$ cat config.mk
export PLATFORM = sky130hd
export DESIGN_NAME = dmrb_mode_burst
export DESIGN_NICKNAME = d
export VERILOG_FILES = /design/src/pkg/dmrb_pkg.sv /design/src/logic/dmrb_burst_seq.sv /design/src/logic/dmrb_mode_burst.sv
export VERILOG_INCLUDE_DIRS = /design/src /design/src/pkg
export SDC_FILE = /design/constraint.sdc
export NUM_CORES = 1
export LEC_CHECK = 0
export ABC_AREA = 1
export BUFFER_PORTS_ARGS = -buffer_cell sky130_fd_sc_hd__clkbuf_2
export CAP_MARGIN = 10
export CORE_UTILIZATION = 40
export CTS_BUF_LIST = sky130_fd_sc_hd__clkbuf_8
export CTS_CLUSTER_SIZE = 40
export DETAILED_ROUTE_END_ITERATION = 7
export PLACE_DENSITY_LB_ADDON = 0.08
export SYNTH_ARGS = -nofsm -noshare
export SYNTH_HDL_FRONTEND = slang
export SYNTH_SLANG_ARGS = --single-unit
$ cat constraint.sdc
create_clock -name clk_sys -period 4.6 [get_ports clk_sys]
set_input_delay 0.46 -clock clk_sys [delete_from_list [all_inputs] [get_ports clk_sys]]
set_output_delay 0.46 -clock clk_sys [all_outputs]
set_load 0.005 [all_outputs]
$ cat src/pkg/dmrb_params.svh
// Field positions, encodings and reset values of the mode register and burst logic
`ifndef DMRB_PARAMS_SVH
`define DMRB_PARAMS_SVH

`define DMRB_MR_W 13
`define DMRB_MR_RESET 13'h0000
`define DMRB_BL_LSB 0
`define DMRB_BL_MSB 2
`define DMRB_BT_BIT 3
`define DMRB_CL_LSB 4
`define DMRB_CL_MSB 6
`define DMRB_OPM_LSB 7
`define DMRB_OPM_MSB 12
`define DMRB_DLL_RST_BIT 8
`define DMRB_ROW_TOP_BIT 12

`define DMRB_BL2 3'h1
`define DMRB_BL4 3'h2
`define DMRB_BL8 3'h3

`define DMRB_CL2 3'h2
`define DMRB_CL25 3'h6
`define DMRB_CL3 3'h3

`define DMRB_OPM_NORMAL 6'h00
`define DMRB_OPM_DLL_RST 6'h02

`define DMRB_BA_MODE 2'h0

`define DMRB_OP_LMR 3'h0
`define DMRB_OP_READ 3'h5
`define DMRB_OP_WRITE 3'h4
`define DMRB_OP_BST 3'h6

`define DMRB_COL_LO_W 10
`define DMRB_COL_W 11
`define DMRB_COL_EXT_PIN 11

`define DMRB_RD_TAP_CL2 3'h2
`define DMRB_RD_TAP_CL3 3'h4
`define DMRB_RD_TAP_NONE 3'h0

`define DMRB_MASK_BL2 3'h1
`define DMRB_MASK_BL4 3'h3
`define DMRB_MASK_BL8 3'h7

`endif

$ cat src/pkg/dmrb_pkg.sv
// Types shared by the mode register and burst sequencing logic
package dmrb_pkg;

  typedef struct packed {
    logic cs_n;
    logic ras_n;
    logic cas_n;
    logic we_n;
    logic [1:0] ba;
    logic [12:0] addr;
  } dmrb_cmd_t;

  typedef struct packed {
    logic [5:0] op_mode;
    logic [2:0] cas_lat;
    logic burst_order_select_bit;
    logic [2:0] burst_len;
  } dmrb_mode_t;

  typedef struct packed {
    logic valid;
    logic write;
    logic first;
    logic last;
    logic [10:0] addr;
  } dmrb_col_t;

  typedef enum logic [1:0] {
    dmrb_st_idle,
    dmrb_st_read,
    dmrb_st_write
  } dmrb_state_t;

endpackage

$ cat src/logic/dmrb_burst_seq.sv
// In-block column offset for one beat of a burst
`timescale 1ns/1ns
`include "dmrb_params.svh"
module dmrb_burst_seq (
  input wire logic [2:0] start_off,
  input wire logic [2:0] beat,
  input wire logic [2:0] blk_mask,
  input wire logic order_sel,
  output logic [2:0] offset
);
  wire [2:0] seq_off;
  wire [2:0] il_off;

  assign seq_off = (start_off + beat) & blk_mask;
  assign il_off = (start_off ^ beat) & blk_mask;
  assign offset = order_sel ? il_off : seq_off;
endmodule

$ cat src/logic/dmrb_mode_burst.sv
// Mode register and burst column sequencer as seen inside the memory device
`timescale 1ns/1ns
`include "dmrb_params.svh"
module dmrb_mode_burst #(
  parameter bit WIDE_COL = 1'b0,
  parameter bit ROW_A12 = 1'b1
) (
  input wire logic clk_sys,
  input wire logic rst,
  input wire dmrb_pkg::dmrb_cmd_t cmd,
  output dmrb_pkg::dmrb_mode_t mode_q,
  output logic mode_loaded_q,
  output logic mode_reserved_q,
  output logic dll_reset_q,
  output dmrb_pkg::dmrb_col_t col_q,
  output logic rd_launch_q,
  output logic rd_half_q,
  output logic load_conflict_q
);
  import dmrb_pkg::*;

  // Command decode
  wire sel;
  wire [2:0] op;
  wire is_lmr;
  wire is_mr_load;
  wire is_rd;
  wire is_wr;
  wire is_bst;
  wire [12:0] load_mask;
  dmrb_mode_t new_mode;

  assign sel = ~cmd.cs_n;
  assign op = {cmd.ras_n, cmd.cas_n, cmd.we_n};
  assign is_lmr = sel & (op == `DMRB_OP_LMR);
  assign is_mr_load = is_lmr & (cmd.ba == `DMRB_BA_MODE);
  assign is_rd = sel & (op == `DMRB_OP_READ);
  assign is_wr = sel & (op == `DMRB_OP_WRITE);
  assign is_bst = sel & (op == `DMRB_OP_BST);
  // Small densities have no A12 in the operating mode field
  assign load_mask = ROW_A12 ? 13'h1FFF : 13'h0FFF;
  assign new_mode = dmrb_mode_t'(cmd.addr & load_mask);

  // Decode of the stored mode
  wire len_bl2;
  wire len_bl4;
  wire len_bl8;
  wire len_ok;
  wire [2:0] cur_mask;
  wire cl_ok;
  wire opm_ok;
  wire [2:0] rd_tap;
  wire new_dll_rst;

  assign len_bl2 = (mode_q.burst_len == `DMRB_BL2);
  assign len_bl4 = (mode_q.burst_len == `DMRB_BL4);
  assign len_bl8 = (mode_q.burst_len == `DMRB_BL8);
  assign len_ok = len_bl2 | len_bl4 | len_bl8;
  assign cur_mask = len_bl8 ? `DMRB_MASK_BL8 : (len_bl4 ? `DMRB_MASK_BL4 : `DMRB_MASK_BL2);
  assign cl_ok = (mode_q.cas_lat == `DMRB_CL2) | (mode_q.cas_lat == `DMRB_CL25)
               | (mode_q.cas_lat == `DMRB_CL3);
  assign opm_ok = (mode_q.op_mode == `DMRB_OPM_NORMAL) | (mode_q.op_mode == `DMRB_OPM_DLL_RST);
  assign new_dll_rst = (new_mode.op_mode == `DMRB_OPM_DLL_RST);
  assign rd_tap = (mode_q.cas_lat == `DMRB_CL3) ? `DMRB_RD_TAP_CL3 :
                  (((mode_q.cas_lat == `DMRB_CL2) | (mode_q.cas_lat == `DMRB_CL25)) ?
                   `DMRB_RD_TAP_CL2 : `DMRB_RD_TAP_NONE);

  // Mode register
  dmrb_mode_t mode_d;
  logic loaded_d;

  assign loaded_d = mode_loaded_q | is_mr_load;

  always_comb begin
    mode_d = mode_q;
    if (is_mr_load) begin
      mode_d = new_mode;
    end else begin
      mode_d.op_mode[`DMRB_DLL_RST_BIT - `DMRB_OPM_LSB] = 1'b0;
    end
  end

  always_ff @(posedge clk_sys or posedge rst) begin
    if (rst) begin
      mode_q <= dmrb_mode_t'(`DMRB_MR_RESET);
      mode_loaded_q <= 1'b0;
    end else begin
      mode_q <= mode_d;
      mode_loaded_q <= loaded_d;
    end
  end

  always_ff @(posedge clk_sys or posedge rst) begin
    if (rst) begin
      dll_reset_q <= 1'b0;
      mode_reserved_q <= 1'b0;
    end else begin
      dll_reset_q <= is_mr_load & new_dll_rst;
      mode_reserved_q <= mode_loaded_q & ~(len_ok & cl_ok & opm_ok);
    end
  end

  // Column address from the command pins
  wire [10:0] col_in;
  wire rw_go;
  wire rd_go;

  // A11 joins the column only on the widest part
  assign col_in = {(WIDE_COL ? cmd.addr[`DMRB_COL_EXT_PIN] : 1'b0),
                   cmd.addr[`DMRB_COL_LO_W-1:0]};
  // one length for reads and writes
  assign rw_go = (is_rd | is_wr) & mode_loaded_q & len_ok;
  assign rd_go = is_rd & mode_loaded_q & len_ok;

  // Burst engine
  dmrb_state_t st_q;
  dmrb_state_t st_d;
  logic [2:0] beat_q;
  logic [2:0] beat_d;
  logic [2:0] start_q;
  logic [2:0] mask_q;
  logic [10:0] base_q;
  logic order_q;
  logic [2:0] offset;
  wire last_beat;
  wire active;

  assign active = (st_q != dmrb_st_idle);
  assign last_beat = (beat_q == mask_q);

  dmrb_burst_seq u_seq (
    .start_off(start_q),
    .beat(beat_q),
    .blk_mask(mask_q),
    .order_sel(order_q),
    .offset(offset)
  );

  always_comb begin
    st_d = st_q;
    beat_d = beat_q;
    case (st_q)
      dmrb_st_idle: begin
        beat_d = 3'h0;
      end
      dmrb_st_read, dmrb_st_write: begin
        beat_d = beat_q + 3'h1;
        if (last_beat) begin
          st_d = dmrb_st_idle;
        end
        // Terminate only cuts read bursts short
        if (is_bst && (st_q == dmrb_st_read)) begin
          st_d = dmrb_st_idle;
        end
      end
      default: begin
        st_d = dmrb_st_idle;
        beat_d = 3'h0;
      end
    endcase
    // A new read or write command truncates the running burst
    if (rw_go) begin
      st_d = is_wr ? dmrb_st_write : dmrb_st_read;
      beat_d = 3'h0;
    end
  end

  always_ff @(posedge clk_sys or posedge rst) begin
    if (rst) begin
      st_q <= dmrb_st_idle;
      beat_q <= 3'h0;
    end else begin
      st_q <= st_d;
      beat_q <= beat_d;
    end
  end

  // Burst geometry latched at the command, so a late load cannot tear a burst
  always_ff @(posedge clk_sys or posedge rst) begin
    if (rst) begin
      start_q <= 3'h0;
      mask_q <= 3'h0;
      base_q <= 11'h000;
      order_q <= 1'b0;
    end else if (rw_go) begin
      start_q <= col_in[2:0] & cur_mask;
      mask_q <= cur_mask;
      base_q <= col_in & ~{8'h00, cur_mask};
      order_q <= mode_q.burst_order_select_bit;
    end
  end

  // Column output, one location per clock
  dmrb_col_t col_d;

  always_comb begin
    col_d.valid = active & ~(is_bst & (st_q == dmrb_st_read));
    col_d.write = (st_q == dmrb_st_write);
    col_d.first = active & (beat_q == 3'h0);
    col_d.last = active & last_beat;
    col_d.addr = base_q | {8'h00, offset};
  end

  always_ff @(posedge clk_sys or posedge rst) begin
    if (rst) begin
      col_q <= '0;
    end else begin
      col_q <= col_d;
    end
  end

  // Read launch pipeline; the half clock of 2.5 is reported, not timed
  logic [2:0] rd_sr_q;
  logic [2:0] rd_sr_d;

  assign rd_sr_d = {1'b0, rd_sr_q[2:1]} | (rd_go ? rd_tap : 3'h0);

  always_ff @(posedge clk_sys or posedge rst) begin
    if (rst) begin
      rd_sr_q <= 3'h0;
      rd_launch_q <= 1'b0;
      rd_half_q <= 1'b0;
    end else begin
      rd_sr_q <= rd_sr_d;
      rd_launch_q <= rd_sr_q[0];
      rd_half_q <= (mode_q.cas_lat == `DMRB_CL25);
    end
  end

  // Loading during a burst is outside the allowed use; flag it for the bench
  always_ff @(posedge clk_sys or posedge rst) begin
    if (rst) begin
      load_conflict_q <= 1'b0;
    end else begin
      load_conflict_q <= is_lmr & active;
    end
  end

  // Helpers for the checks below
  logic [2:0] chk_beat_q;
  logic [2:0] chk_start_q;
  logic [2:0] chk_mask_q;
  logic chk_order_q;

  always_ff @(posedge clk_sys or posedge rst) begin
    if (rst) begin
      chk_beat_q <= 3'h0;
      chk_start_q <= 3'h0;
      chk_mask_q <= 3'h0;
      chk_order_q <= 1'b0;
    end else begin
      chk_beat_q <= beat_q;
      chk_start_q <= start_q;
      chk_mask_q <= mask_q;
      chk_order_q <= order_q;
    end
  end
endmodule

==> run metrics <==
fmax 524.3 MHz; PortBufs 53; number of fill cells in the layout 547; pin count of the biggest net entering global routing 58; CORE AREA 5574 sq um; cts repair resizes 0; synthesis-to-layout area growth 23.55%; Placement Rows 27; number of buffers and inverters on the critical path 2; Final Cycle Share 0.4146; routability congestion estimate 0.6942; htree depth 3; CP max FO 20; CTS tree done; Critical Path Slowest Stage Cell nor2_2; IO Count 55; die footprint 6153 sq um; Power Dens Cells 532.7 nW/um^2; worst-margin pin slew 775.8 ps; Worst-Skew Late Latency 330 ps; commonest non-fill, non-tap cell in the layout dfrtp_1; RSZ-0062 raised after global routing false; Worst Path Required 4820 ps; Synth Warn # 0; nets@finish 322; crit path capture type flip-flop; Tmin final 1907 ps; non-filler cells, final 370; Vias/cell 4.457; # hold bufs at CTS 0; placed cell count 354; setup TNS 0 ps; routed vias 1649; first drt pass iteration count 4; number of global-route vias before repair 1604; Worst EP arrival 2130 ps; synthesized netlist cell count 234; post-synthesis register bit count 57; max cap viols 0; # diodes 0; Num Clock Sinks 57; # setup viols final 0; Final Cell Area 2888 sq um; distinct cell type count after synthesis 30; Seq/Total Area, Yosys 0.6103; Placement Cell Area 2645 sq um; worst r2r src mode_q[2]; Max transition margin 0.4822; commonest non-fill, non-tap cells in the layout dfrtp_1, nand2_1, clkbuf_2; layout cell share with drive strength beyond 1 0.2852; GRT Total Usage 0.1673; Max Clock Skew 6.711 ps; Initial DRC Count 120; syn_area_per_cell 9.988 sq um; Root Driver clkbuf_8; initial antenna violation count 0; syn nets 263; clock-pin slew on the worst setup and hold paths 60 ps; DR DRC count 0; status complete, no violations; min-delay worst type input pin to async pin; Hold Fails Final Rpt 0; Die Span X 78.44 um; cell family with most CP delay simple AND/OR/NAND/NOR gates; Pleak 0.001574 uW; first-pass GRT wire length 7576 um; Routed WL per cell 11.75 um; grt ovf 0; maximum vdd drop 226.4 uV; drt total wl 4349 um; Worst setup SP type flip-flop; Die Ht 78.44 um; Crit. Startpoint mode_q[2]; postcts setup bufs 0; number of buffers created by CTS 9; Crit Path Category flip-flop to flip-flop; DRT antenna net count 0; crit-path cells inv_1 > o21ai_2 > nor2_2 > inv_2 > nand4_1 > nand2_1; CP peak stage delay 620 ps; clk buf depth 2; synthesized area 2337 sq um; Final HPWL DP 3038 um; Pins Over Slew Limit 0; Starting Density 0.4193
[synthesized netlist by cell type, drive strengths merged]
cell type | number | share of area
buf | 6 | 0.024
fa | 1 | 0.0086
conb | 1 | 0.0016
xnor2 | 2 | 0.0075
nand3 | 6 | 0.015
nand4 | 4 | 0.013
or2 | 2 | 0.0054
nor2 | 17 | 0.032
nor4 | 1 | 0.0027
o22ai | 1 | 0.0027
o21bai | 1 | 0.0032
ha | 7 | 0.037
dfrtp | 57 | 0.61
nor3 | 4 | 0.0086
nand2 | 53 | 0.085
inv | 40 | 0.064
a21oi | 2 | 0.0043
a21o | 1 | 0.0032
a31oi | 1 | 0.0027
o21ai | 27 | 0.069
[cell families (layout without fill, tap and decap cells)]
family | count (synthesis) | in the layout | share of synthesized area
simple gates | 87 | 87 | 0.1617
flops | 57 | 57 | 0.6103
buf+inv | 46 | 110 | 0.08779
compound gates | 33 | 33 | 0.08513
fa+ha+maj | 8 | 8 | 0.04604
xor+xnor | 2 | 2 | 0.007496
other cells | 1 | 1 | 0.001604
[sequential cells by signal, summed over array words and instances, names as in the netlist, 2 cells and up]
signal,flops
base_q,9
beat_q,3
col_q,14
mask_q,3
mode_q,13
rd_sr_q,3
st_q,2
start_q,3
[power breakdown]
group | switching (uW) | total (uW) | internal (uW)
logic | 171 | 303 | 132
registers | 61.3 | 672 | 610
clock network | 192 | 563 | 371
[routing by layer]
metal / vias to the layer above / track usage / wire, um
li1: 845 / - / -
met1: 755 / 0.2206 / 2041
met2: 39 / 0.2342 / 1995
met3: 10 / 0.05349 / 213
met4: 0 / 0.1111 / 99
met5: - / 0 / 0
[final cells by class]
type	count	area [sq um]	share of cell area
sequential	57	1426	0.4939
multi-input combinational	131	705.7	0.2444
timing repair buffer	54	272.8	0.09445
inverter	40	150.1	0.05199
clock buffer	10	137.6	0.04766
clock inverter	6	105.1	0.03640
tap	72	90.09	0.03120
[tightest hold or removal path, stage by stage]
cell and delay (ps):
clkbuf_2 90, inv_2 30, buf_4 550
[final timing paths]
path / slack, ps / cells past startpoint / to
worst max-delay path: 2690 / 6 / st_q[0]
worst min-delay path: 300 / 3 / col_q[9]
worst max register to register: 2690 / 6 / st_q[0]
worst min register to register: 350 / 0 / rd_launch_q
max in group asynchronous: 3830 / 3 / beat_q[0]
min in group clk_sys: 350 / 3 / mode_q[3]
[per-stage QoR]
| stage | total power, uW | setup slack, ps | utilization | hold slack (ps) |
|---|---|---|---|---|
| CTS | 1565 | 2647 | 0.5181 | 330.9 |
| floorplan | 865.0 | 2740 | - | 331.2 |
| global route | 1646 | 2523 | 0.5181 | 332.2 |
| global placement | 986.5 | 2519 | 0.4745 | 335.1 |
| detailed placement | 990.5 | 2471 | 0.4745 | 337.2 |
| finish | 1538 | 2693 | 0.5181 | 300.4 |
Note: power is estimated with default switching activity, not from simulation.
